File: src/rtl/iptc_pkg.sv
/*
  Package of the interrupt priority and trap control block: register
  offsets, field positions, reset values and bus carriers.
  Assumes a 16-bit register port with word offsets on an 8-bit address.
*/
`default_nettype none
package iptc_pkg;

  // ----------------------------------------------------------------
  // Bus and data widths
  // ----------------------------------------------------------------
  localparam int ADDR_W = 8;
  localparam int DATA_W = 16;

  // ----------------------------------------------------------------
  // Register offsets
  // ----------------------------------------------------------------
  localparam logic [7:0] OFS_CPU_STATUS = 8'h00;
  localparam logic [7:0] OFS_CORE_CTRL = 8'h01;
  localparam logic [7:0] OFS_TCS1 = 8'h02;
  localparam logic [7:0] OFS_TCS2 = 8'h03;
  localparam logic [7:0] OFS_TCS3 = 8'h04;
  localparam logic [7:0] OFS_TCS4 = 8'h05;
  localparam logic [7:0] OFS_PENDING = 8'h06;
  localparam logic [7:0] OFS_EVT_STATUS = 8'h07;
  localparam logic [7:0] OFS_EVT_MASK = 8'h08;
  localparam logic [7:0] OFS_FLAG_BASE = 8'h10;
  localparam logic [7:0] OFS_ENABLE_BASE = 8'h20;
  localparam logic [7:0] OFS_PRIO_BASE = 8'h40;

  // ----------------------------------------------------------------
  // Field positions
  // ----------------------------------------------------------------
  localparam int ST_LEVEL_LSB = 5;
  localparam int CC_VAR_BIT = 15;
  localparam int CC_LEVEL_HI_BIT = 3;
  localparam int T1_NO_NEST_BIT = 15;
  localparam int T1_OVA_BIT = 14;
  localparam int T1_OVB_BIT = 13;
  localparam int T1_COVA_BIT = 12;
  localparam int T1_COVB_BIT = 11;
  localparam int T1_OVA_EN_BIT = 10;
  localparam int T1_OVB_EN_BIT = 9;
  localparam int T1_COV_EN_BIT = 8;
  localparam int T1_SHIFT_BIT = 7;
  localparam int T1_DIV0_BIT = 6;
  localparam int T1_DMA_BIT = 5;
  localparam int T1_MATH_BIT = 4;
  localparam int T2_GLOBAL_EN_BIT = 15;
  localparam int T3_DMA_ADDR_BIT = 5;
  localparam int T3_LOOP_OVF_BIT = 4;
  localparam int T4_SW_HARD_BIT = 0;
  localparam int PV_LEVEL_LSB = 8;
  localparam int PRIO_FIELD_W = 4;
  localparam int PRIO_PER_REG = 4;
  localparam int BITS_PER_REG = 16;
  localparam int EVT_W = 6;

  // ----------------------------------------------------------------
  // Reset values and constants
  // ----------------------------------------------------------------
  localparam logic RST_GLOBAL_EN = 1'b1;
  localparam logic RST_NO_NEST = 1'b0;
  localparam logic [2:0] RST_EDGE_POL = 3'h0;
  localparam logic [2:0] RST_PRIO = 3'h0;
  localparam logic [7:0] FIRST_USER_VECTOR = 8'h08;
  localparam logic [2:0] LEVEL_ALL_BLOCKED = 3'h7;

  // ----------------------------------------------------------------
  // Carriers
  // ----------------------------------------------------------------
  typedef struct packed {
    logic [7:0] addr;
    logic [15:0] wdata;
    logic wr;
    logic rd;
  } iptc_bus_t;

  typedef struct packed {
    logic [3:0] level;
    logic [7:0] vector;
  } iptc_pend_t;

endpackage : iptc_pkg

`default_nettype wire

File: src/rtl/iptc_top.sv
/*
  Interrupt priority and trap control: request flags, enables and
  priorities, arbitration, pending vector latch, CPU level and trap flags.
  Assumes one clock, synchronous inputs, one-cycle event pulses from
  peripherals and the core, and a core that loads its level on entry/return.
*/
// Local design decisions: the address map and the address-and-strobe port.
`timescale 1ns/1ps
`default_nettype none

// What this block does
// - Each source has a request flag set by hardware, cleared by software.
// - Each source has its own enable bit.
// - Each source has a 3-bit priority choosing one of eight levels.
// - Pending vector number and its level are latched, read-only.
// - Flag, enable, priority positions follow vector order from vector 8.
// - CPU level low bits sit at status bits 7:5 and are writable.
// - CPU level top bit in core control cannot be written by software.
// - CPU level is top bit above low bits; top bit set blocks users.
// - Low bits 111 block every user interrupt.
// - Nesting disable makes the low level bits read-only to software.
// - Control 1 bit 15 disables nesting, resets to zero.
// - Core control bit 15 selects variable or fixed exception latency.
// - Accumulator overflow and catastrophic overflow trap flags at 14..11.
// - Bits 10, 9, 8 arm A, B and catastrophic overflow traps.
// - Math trap sets bit 4 plus bit 7 shift or bit 6 divide cause.
// - Control 1 bit 5 reads one after a DMA controller trap.
// - Control 3 holds DMA and loop-stack traps; control 4 software trap.
// - Global enable gates all user interrupts, resets to one.
module iptc_top #(
  parameter int NUM_SRC = 16
) (
  // Clock and reset
  input wire logic CORE_CLK,
  input wire logic ARST_N,
  // Register port
  input wire iptc_pkg::iptc_bus_t BUS_REQ,
  output logic [15:0] BUS_RDATA,
  // Peripheral requests
  input wire logic [NUM_SRC-1:0] SRC_REQ,
  // Trap causes from the core
  input wire logic ACC_A_OVF,
  input wire logic ACC_B_OVF,
  input wire logic ACC_A_CAT,
  input wire logic ACC_B_CAT,
  input wire logic BAD_SHIFT,
  input wire logic DIVIDE_ZERO,
  input wire logic DMA_TRAP,
  input wire logic DMA_ADDR_ERR,
  input wire logic LOOP_STACK_OVF,
  input wire logic SW_HARD_TRAP,
  // Core level load
  input wire logic CPU_LEVEL_LOAD,
  input wire logic [3:0] CPU_LEVEL_IN,
  // Core side outputs
  output logic IRQ_VALID,
  output iptc_pkg::iptc_pend_t IRQ_PEND,
  output logic [3:0] CPU_LEVEL,
  output logic NEST_DISABLE,
  output logic LATENCY_VAR,
  // Interrupt output
  output logic IRQ
);

  localparam int NFREG = (NUM_SRC + iptc_pkg::BITS_PER_REG - 1)
                         / iptc_pkg::BITS_PER_REG;
  localparam int NPREG = (NUM_SRC + iptc_pkg::PRIO_PER_REG - 1)
                         / iptc_pkg::PRIO_PER_REG;

  logic [NUM_SRC-1:0] flag_reg;
  logic [NUM_SRC-1:0] enable_reg;
  logic [2:0] prio_reg [NUM_SRC];
  logic [2:0] level_lo_reg;
  logic level_hi_reg;
  logic var_reg;
  logic no_nest_reg;
  logic ova_reg, ovb_reg, cova_reg, covb_reg;
  logic ova_en_reg, ovb_en_reg, cov_en_reg;
  logic shift_reg, div0_reg, dma_reg, math_reg;
  logic global_en_reg;
  logic [2:0] edge_pol_reg;
  logic dma_addr_reg, loop_ovf_reg, sw_hard_reg;
  logic pend_valid_reg;
  iptc_pkg::iptc_pend_t pend_reg;
  logic [iptc_pkg::EVT_W-1:0] evt_reg;
  logic [iptc_pkg::EVT_W-1:0] evt_mask_reg;
  logic [15:0] rdata_reg;

  logic wr, rd;
  logic [7:0] addr;
  logic [15:0] wd;
  logic [3:0] cpu_level;
  logic win_valid;
  logic [7:0] win_vector;
  logic [2:0] win_prio;
  logic math_evt, acc_evt;
  logic [iptc_pkg::EVT_W-1:0] evt_set;

  assign wr = BUS_REQ.wr;
  assign rd = BUS_REQ.rd;
  assign addr = BUS_REQ.addr;
  assign wd = BUS_REQ.wdata;

  // ----------------------------------------------------------------
  // Per-source flag, enable and priority
  // ----------------------------------------------------------------
  for (genvar i = 0; i < NUM_SRC; i++)
  begin : g_src
    localparam logic [7:0] FREG = 8'(i / iptc_pkg::BITS_PER_REG);
    localparam int FBIT = i % iptc_pkg::BITS_PER_REG;
    localparam logic [7:0] PREG = 8'(i / iptc_pkg::PRIO_PER_REG);
    localparam int PLSB = (i % iptc_pkg::PRIO_PER_REG)
                          * iptc_pkg::PRIO_FIELD_W;

    always_ff @(posedge CORE_CLK or negedge ARST_N)
    begin
      if (!ARST_N)
        flag_reg[i] <= 1'b0;
      else if (SRC_REQ[i])
        flag_reg[i] <= 1'b1;
      else if (wr && addr == iptc_pkg::OFS_FLAG_BASE + FREG)
        flag_reg[i] <= wd[FBIT];
    end

    always_ff @(posedge CORE_CLK or negedge ARST_N)
    begin
      if (!ARST_N)
        enable_reg[i] <= 1'b0;
      else if (wr && addr == iptc_pkg::OFS_ENABLE_BASE + FREG)
        enable_reg[i] <= wd[FBIT];
    end

    always_ff @(posedge CORE_CLK or negedge ARST_N)
    begin
      if (!ARST_N)
        prio_reg[i] <= iptc_pkg::RST_PRIO;
      else if (wr && addr == iptc_pkg::OFS_PRIO_BASE + PREG)
        prio_reg[i] <= wd[PLSB +: 3];
    end
  end

  // ----------------------------------------------------------------
  // Arbitration
  // ----------------------------------------------------------------
  assign cpu_level = {level_hi_reg, level_lo_reg};

  always_comb
  begin
    win_valid = 1'b0;
    win_vector = 8'h00;
    win_prio = 3'h0;
    // Highest index first so that an equal lower index takes over
    for (int i = NUM_SRC - 1; i >= 0; i--)
    begin
      if (flag_reg[i] && enable_reg[i] && global_en_reg
          && {1'b0, prio_reg[i]} > cpu_level
          && (!win_valid || prio_reg[i] >= win_prio))
      begin
        win_valid = 1'b1;
        win_prio = prio_reg[i];
        win_vector = iptc_pkg::FIRST_USER_VECTOR + 8'(i);
      end
    end
  end

  always_ff @(posedge CORE_CLK or negedge ARST_N)
  begin
    if (!ARST_N)
    begin
      pend_valid_reg <= 1'b0;
      pend_reg <= '0;
    end
    else
    begin
      pend_valid_reg <= win_valid;
      if (win_valid)
      begin
        pend_reg.vector <= win_vector;
        pend_reg.level <= {1'b0, win_prio};
      end
    end
  end

  // ----------------------------------------------------------------
  // CPU level and core control
  // ----------------------------------------------------------------
  always_ff @(posedge CORE_CLK or negedge ARST_N)
  begin
    if (!ARST_N)
    begin
      level_lo_reg <= 3'h0;
      level_hi_reg <= 1'b0;
    end
    else if (CPU_LEVEL_LOAD)
    begin
      level_lo_reg <= CPU_LEVEL_IN[2:0];
      level_hi_reg <= CPU_LEVEL_IN[3];
    end
    else if (wr && addr == iptc_pkg::OFS_CPU_STATUS && !no_nest_reg)
      level_lo_reg <= wd[iptc_pkg::ST_LEVEL_LSB +: 3];
  end

  always_ff @(posedge CORE_CLK or negedge ARST_N)
  begin
    if (!ARST_N)
      var_reg <= 1'b0;
    else if (wr && addr == iptc_pkg::OFS_CORE_CTRL)
      var_reg <= wd[iptc_pkg::CC_VAR_BIT];
  end

  // ----------------------------------------------------------------
  // Trap control and status
  // ----------------------------------------------------------------
  assign math_evt = BAD_SHIFT | DIVIDE_ZERO;
  assign acc_evt = (ACC_A_OVF & ova_en_reg) | (ACC_B_OVF & ovb_en_reg)
                   | ((ACC_A_CAT | ACC_B_CAT) & cov_en_reg);

  always_ff @(posedge CORE_CLK or negedge ARST_N)
  begin
    if (!ARST_N)
    begin
      no_nest_reg <= iptc_pkg::RST_NO_NEST;
      ova_en_reg <= 1'b0;
      ovb_en_reg <= 1'b0;
      cov_en_reg <= 1'b0;
    end
    else if (wr && addr == iptc_pkg::OFS_TCS1)
    begin
      no_nest_reg <= wd[iptc_pkg::T1_NO_NEST_BIT];
      ova_en_reg <= wd[iptc_pkg::T1_OVA_EN_BIT];
      ovb_en_reg <= wd[iptc_pkg::T1_OVB_EN_BIT];
      cov_en_reg <= wd[iptc_pkg::T1_COV_EN_BIT];
    end
  end

  // Sticky trap flags: a hardware set wins over a software write
  always_ff @(posedge CORE_CLK or negedge ARST_N)
  begin
    if (!ARST_N)
    begin
      {ova_reg, ovb_reg, cova_reg, covb_reg} <= 4'h0;
      {shift_reg, div0_reg, dma_reg, math_reg} <= 4'h0;
    end
    else
    begin
      if (wr && addr == iptc_pkg::OFS_TCS1)
      begin
        ova_reg <= wd[iptc_pkg::T1_OVA_BIT] | (ACC_A_OVF & ova_en_reg);
        ovb_reg <= wd[iptc_pkg::T1_OVB_BIT] | (ACC_B_OVF & ovb_en_reg);
        cova_reg <= wd[iptc_pkg::T1_COVA_BIT] | (ACC_A_CAT & cov_en_reg);
        covb_reg <= wd[iptc_pkg::T1_COVB_BIT] | (ACC_B_CAT & cov_en_reg);
        shift_reg <= wd[iptc_pkg::T1_SHIFT_BIT] | BAD_SHIFT;
        div0_reg <= wd[iptc_pkg::T1_DIV0_BIT] | DIVIDE_ZERO;
        dma_reg <= wd[iptc_pkg::T1_DMA_BIT] | DMA_TRAP;
        math_reg <= wd[iptc_pkg::T1_MATH_BIT] | math_evt;
      end
      else
      begin
        ova_reg <= ova_reg | (ACC_A_OVF & ova_en_reg);
        ovb_reg <= ovb_reg | (ACC_B_OVF & ovb_en_reg);
        cova_reg <= cova_reg | (ACC_A_CAT & cov_en_reg);
        covb_reg <= covb_reg | (ACC_B_CAT & cov_en_reg);
        shift_reg <= shift_reg | BAD_SHIFT;
        div0_reg <= div0_reg | DIVIDE_ZERO;
        dma_reg <= dma_reg | DMA_TRAP;
        math_reg <= math_reg | math_evt;
      end
    end
  end

  always_ff @(posedge CORE_CLK or negedge ARST_N)
  begin
    if (!ARST_N)
    begin
      global_en_reg <= iptc_pkg::RST_GLOBAL_EN;
      edge_pol_reg <= iptc_pkg::RST_EDGE_POL;
    end
    else if (wr && addr == iptc_pkg::OFS_TCS2)
    begin
      global_en_reg <= wd[iptc_pkg::T2_GLOBAL_EN_BIT];
      edge_pol_reg <= wd[2:0];
    end
  end

  always_ff @(posedge CORE_CLK or negedge ARST_N)
  begin
    if (!ARST_N)
    begin
      dma_addr_reg <= 1'b0;
      loop_ovf_reg <= 1'b0;
      sw_hard_reg <= 1'b0;
    end
    else
    begin
      if (wr && addr == iptc_pkg::OFS_TCS3)
      begin
        dma_addr_reg <= wd[iptc_pkg::T3_DMA_ADDR_BIT] | DMA_ADDR_ERR;
        loop_ovf_reg <= wd[iptc_pkg::T3_LOOP_OVF_BIT] | LOOP_STACK_OVF;
      end
      else
      begin
        dma_addr_reg <= dma_addr_reg | DMA_ADDR_ERR;
        loop_ovf_reg <= loop_ovf_reg | LOOP_STACK_OVF;
      end
      if (wr && addr == iptc_pkg::OFS_TCS4)
        sw_hard_reg <= wd[iptc_pkg::T4_SW_HARD_BIT] | SW_HARD_TRAP;
      else
        sw_hard_reg <= sw_hard_reg | SW_HARD_TRAP;
    end
  end

  // ----------------------------------------------------------------
  // Event status, mask and interrupt line
  // ----------------------------------------------------------------
  assign evt_set = {win_valid & ~pend_valid_reg, SW_HARD_TRAP,
                    LOOP_STACK_OVF | DMA_ADDR_ERR, DMA_TRAP, acc_evt,
                    math_evt};

  always_ff @(posedge CORE_CLK or negedge ARST_N)
  begin
    if (!ARST_N)
      evt_reg <= '0;
    else if (wr && addr == iptc_pkg::OFS_EVT_STATUS)
      evt_reg <= (evt_reg & ~wd[iptc_pkg::EVT_W-1:0]) | evt_set;
    else
      evt_reg <= evt_reg | evt_set;
  end

  always_ff @(posedge CORE_CLK or negedge ARST_N)
  begin
    if (!ARST_N)
      evt_mask_reg <= '0;
    else if (wr && addr == iptc_pkg::OFS_EVT_MASK)
      evt_mask_reg <= wd[iptc_pkg::EVT_W-1:0];
  end

  // ----------------------------------------------------------------
  // Read path
  // ----------------------------------------------------------------
  always_ff @(posedge CORE_CLK or negedge ARST_N)
  begin
    if (!ARST_N)
      rdata_reg <= 16'h0000;
    else if (rd)
    begin
      rdata_reg <= 16'h0000;
      case (addr)
        iptc_pkg::OFS_CPU_STATUS:
          rdata_reg[iptc_pkg::ST_LEVEL_LSB +: 3] <= level_lo_reg;
        iptc_pkg::OFS_CORE_CTRL:
        begin
          rdata_reg[iptc_pkg::CC_VAR_BIT] <= var_reg;
          rdata_reg[iptc_pkg::CC_LEVEL_HI_BIT] <= level_hi_reg;
        end
        iptc_pkg::OFS_TCS1:
          rdata_reg[15:4] <= {no_nest_reg, ova_reg, ovb_reg, cova_reg,
                              covb_reg, ova_en_reg, ovb_en_reg, cov_en_reg,
                              shift_reg, div0_reg, dma_reg, math_reg};
        iptc_pkg::OFS_TCS2:
        begin
          rdata_reg[iptc_pkg::T2_GLOBAL_EN_BIT] <= global_en_reg;
          rdata_reg[2:0] <= edge_pol_reg;
        end
        iptc_pkg::OFS_TCS3:
        begin
          rdata_reg[iptc_pkg::T3_DMA_ADDR_BIT] <= dma_addr_reg;
          rdata_reg[iptc_pkg::T3_LOOP_OVF_BIT] <= loop_ovf_reg;
        end
        iptc_pkg::OFS_TCS4:
          rdata_reg[iptc_pkg::T4_SW_HARD_BIT] <= sw_hard_reg;
        iptc_pkg::OFS_PENDING:
          rdata_reg[11:0] <= pend_reg;
        iptc_pkg::OFS_EVT_STATUS:
          rdata_reg[iptc_pkg::EVT_W-1:0] <= evt_reg;
        iptc_pkg::OFS_EVT_MASK:
          rdata_reg[iptc_pkg::EVT_W-1:0] <= evt_mask_reg;
        default:
        begin
          for (int r = 0; r < NFREG; r++)
            for (int b = 0; b < iptc_pkg::BITS_PER_REG; b++)
              if (r * iptc_pkg::BITS_PER_REG + b < NUM_SRC)
              begin
                if (addr == iptc_pkg::OFS_FLAG_BASE + 8'(r))
                  rdata_reg[b] <= flag_reg[r * iptc_pkg::BITS_PER_REG + b];
                if (addr == iptc_pkg::OFS_ENABLE_BASE + 8'(r))
                  rdata_reg[b] <= enable_reg[r * iptc_pkg::BITS_PER_REG + b];
              end
          for (int r = 0; r < NPREG; r++)
            for (int k = 0; k < iptc_pkg::PRIO_PER_REG; k++)
              if (r * iptc_pkg::PRIO_PER_REG + k < NUM_SRC
                  && addr == iptc_pkg::OFS_PRIO_BASE + 8'(r))
                rdata_reg[k * iptc_pkg::PRIO_FIELD_W +: 3]
                  <= prio_reg[r * iptc_pkg::PRIO_PER_REG + k];
        end
      endcase
    end
  end

  // ----------------------------------------------------------------
  // Outputs
  // ----------------------------------------------------------------
  assign BUS_RDATA = rdata_reg;
  assign IRQ_VALID = pend_valid_reg;
  assign IRQ_PEND = pend_reg;
  assign CPU_LEVEL = cpu_level;
  assign NEST_DISABLE = no_nest_reg;
  assign LATENCY_VAR = var_reg;
  assign IRQ = |(evt_reg & evt_mask_reg);
endmodule : iptc_top

`default_nettype wire

File: config.mk
export PLATFORM = sky130hd
export DESIGN_NAME = iptc_top
export DESIGN_NICKNAME = d
export VERILOG_FILES = /design/src/rtl/iptc_pkg.sv /design/src/rtl/iptc_top.sv
export SDC_FILE = /design/constraint.sdc
export NUM_CORES = 1
export LEC_CHECK = 0
export ABC_AREA = 1
export ABC_CLOCK_PERIOD_IN_PS = 14900
export BUFFER_PORTS_ARGS = -buffer_cell sky130_fd_sc_hd__buf_2
export CORE_UTILIZATION = 40
export CTS_BUF_LIST = sky130_fd_sc_hd__clkbuf_16
export CTS_CLUSTER_SIZE = 16
export DETAILED_ROUTE_END_ITERATION = 10
export SLEW_MARGIN = 20
export SYNTH_ARGS = -nofsm -noshare
export SYNTH_HDL_FRONTEND = slang
export SYNTH_SLANG_ARGS = --single-unit
File: constraint.sdc
create_clock -name CORE_CLK -period 14.9 [get_ports CORE_CLK]
set_clock_uncertainty 0.05 [all_clocks]
set_input_delay 2.98 -clock CORE_CLK [delete_from_list [all_inputs] [get_ports CORE_CLK]]
set_output_delay 2.98 -clock CORE_CLK [all_outputs]
set_load 0.005 [all_outputs]
==> flow_summary_export.csv <==
group,metric,value,unit
logic_synthesis,postSynth.asyncResetShare,100,%
clock_tree,htreeDepth,4,
finish,layout-drive-gt1-share,29.5,%
grt,grt_max_degree,84,
pwr,power.density,79.6,mW/mm^2
job,max_cap_viol_count,0,
floorplan,boundaryPins,95,
critical_path,crit_type,"register to register",
detailed_routing,drt_wl_total,32.1,mm
finish,final_cells,1801,
clock_tree,clk_latency,0.43,ns
outcome,status,"finished with violations",
critical_path,cpPeakStageDelay,0.38,ns
sta,holdWs,0.401,ns
grt,grt_pass1_vias,9070,
sta,setup_viol,8,
logic_synthesis,ys_ff_latch,141,
sta,setup_tns,-1.55,ns
placement,place.gp.congestion,0.908,
logic_synthesis,yosys.cell_types.count,52,
clock_tree,cts_buffers,17,
logic_synthesis,synth_ff_type,"dfrtp_1",
floorplan,dieHeight,156,um
detailed_routing,viasPerCell,5.28,
placement,postPlaceCellArea,0.0110,mm^2
sta,clock.fmax,0.0662,GHz
logic_synthesis,synth_warnings,0,
sta,worstMarginPinSlew,1.10,ns
floorplan,core,0.0229,mm^2
finish,final_common_cell,"nand2_1",
logic_synthesis,syn-cell-area,0.00947,mm^2
sta,relSlewSlack,26.4,%
grt,grtUsageTotal,27.1,%
sta,rsz0062_at_grt,"yes",
sta,setup_ws,-0.211,ns
floorplan,die_area,0.0243,mm^2
placement,port_buffers,90,
sta,drv_slew,0,
grt,overflow,0,
logic_synthesis,netlist_instances,1250,
critical_path,required,15.16,ns
clock_tree,clk_pin_slew,0.06,ns
sta,finalCriticalPeriod,15.11,ns
clock_tree,clk_path_buf_depth,2,
grt,grt_pass1_wl,50.0,mm
critical_path,cp_slowest_cell,"dfrtp_1",
critical_path,start_kind,"register",
clock_tree,hold_buffers,0,
critical_path,worstSetupEndpointType,"register",
clock_tree,cts-root-buf,"clkbuf_16",
finish,area_delta_synth_final,30.6,%
pwr,cellLeakagePower,6.07,nW
pwr,ir_drop,0.0614,mV
sta,period_share,101,%
min_path,worst_hold_path_type,"register to register",
placement,dp_hpwl,23.7,mm
logic_synthesis,synth_seq_area_share,37.3,%
floorplan,initial_core_util,41.3,%
critical_path,crit_arrival,15.37,ns
clock_tree,cts_tree,"built",
detailed_routing,vias,9506,
finish,final_nets,1621,
critical_path,cp_max_fo,8,
detailed_routing,drc,0,
logic_synthesis,synth_enable_flop_cells,0,
detailed_routing,ant_nets,0,
finish,finalInstanceArea,0.0124,mm^2
finish,largest_reg_flops,48,
clock_tree,clock-sinks,141,
detailed_routing,drt_first_pass_iters,5,
placement,dp.cells,1715,
pwr,finalPower,0.000984,W
detailed_routing,drt_iter0_drc,587,
finish,n_antenna_cell,0,
critical_path,cp_common_cell,"nand2_2",
sta,finalHoldViolCount,0,
finish,layout_common_cells,"nand2_1, inv_1, o21ai_0, buf_4, dfrtp_1",
floorplan,rows,55,
floorplan,die_x,156,um
outcome,violations,"setup timing",
detailed_routing,wl_per_cell,17.8,um
grt,antenna_found_initial,1,
logic_synthesis,avgSynthCellArea,7.57,um^2
through the flow:
| stage | setup slack, ns | util (%) |
|---|---|---|
| after global routing | -1.52 | 54.0 |
| after floorplan | -0.0666 | - |
| after CTS | 0.00130 | 52.5 |
| after global placement | 0.0318 | 47.9 |
| final | -0.211 | 54.0 |
| after detailed placement | -0.511 | 47.9 |
final timing paths:
check / startpoint / to / slack, ns / cells after the start
worst max register to register: level_lo_reg[1]$_DFFE_PN0P_ / IRQ_PEND[10]$_DFFE_PN0N_ / -0.21 / 140
min in group asynchronous: ARST_N / IRQ_VALID$_DFF_PN0_ / 2.55 / 1
max in group asynchronous: ARST_N / flag_reg[7]$_DFFE_PN0P_ / 10.93 / 2
worst min-delay path: IRQ_VALID$_DFF_PN0_ / evt_reg[5]$_DFF_PN0_ / 0.40 / 1
worst min register to register: IRQ_VALID$_DFF_PN0_ / evt_reg[5]$_DFF_PN0_ / 0.40 / 1
worst max-delay path: level_lo_reg[1]$_DFFE_PN0P_ / IRQ_PEND[10]$_DFFE_PN0N_ / -0.21 / 140
per-layer routing:
layer	vias up	global-route usage, %	routed length, um
li1	4622	-	-
met3	50	5.14	2040
met5	-	0	0
met4	0	8.87	795
met2	344	44.3	15100
met1	4490	36.0	14200
worst max-delay path: cells and delay by family (launching register included):
family                     cells  cell delay (ns)
AOI/OAI and AO/OA             29             3.01
buffers and inverters         23             1.82
DFF                            1             0.38
adders and majority gates     15             3.61
and+or+nand+nor               73             6.11
synth_stat cells (3+ instances only):
cell type  number  share of area, %
nand2_1       301                12
o21ai_0       178               9.4
inv_1         173               6.9
dfrtp_1       140                37
ha_1           87                11
nand3_1        65               3.4
nor2_1         57               2.3
a21oi_1        48               2.5
clkbuf_1       24              0.95
nand2_2        23               1.5
nand4_1        13              0.86
nand3_2        10               1.1
inv_2           9              0.36
o2111ai_1       9              0.83
a221oi_1        8              0.74
o211ai_1        8              0.63
a2111oi_0       7              0.65
and2_1          7              0.46
a211oi_1        6              0.48
nand2_4         6              0.71
nor3_1          6              0.32
buf_4           5              0.40
nand3b_1        5              0.40
o22ai_1         5              0.33
a21oi_2         4              0.37
clkinv_1        4              0.16
nor2_2          4              0.26
a31oi_1         3              0.20
and3_1          3              0.20
o21ai_1         3              0.16
what timing repair did:
item	in CTS	in global routing
gates resized for setup	45	56
buffers inserted	44	10
pin swaps	35	90
setup endpoints to repair	8	8
logic make-up (layout without fill, tap and decap cells):
logic type | Yosys count | count (layout) | synth area share [%]
adder cells (fa/ha/maj) | 87 | 87 | 11.5
flip-flops | 141 | 141 | 37.3
buffers and inverters | 218 | 453 | 8.93
AO/OA/AOI/OAI | 292 | 292 | 17.5
AND/OR/NAND/NOR | 511 | 511 | 24.7
other | 1 | 4 | 0.0396
final cells by class:
cell class	instances	area, um^2
repair buffers	235	1550
fillers	2145	10600
multi-input cells	894	5620
flip-flops and latches	141	3530
clock buffers	17	425
well taps	313	392
inverters	186	706
clock inverters	15	139
where the power goes:
group / total, W / leakage [nW] / switching (W) / internal [W]
clock: 0.000410 / 0.265 / 0.000179 / 0.000232
sequential: 0.000433 / 1.76 / 0.0000259 / 0.000407
combinational: 0.000140 / 4.04 / 0.0000850 / 0.0000550
total: 0.000984 / 6.07 / 0.000290 / 0.000694
(Power assumes the default switching activity.)
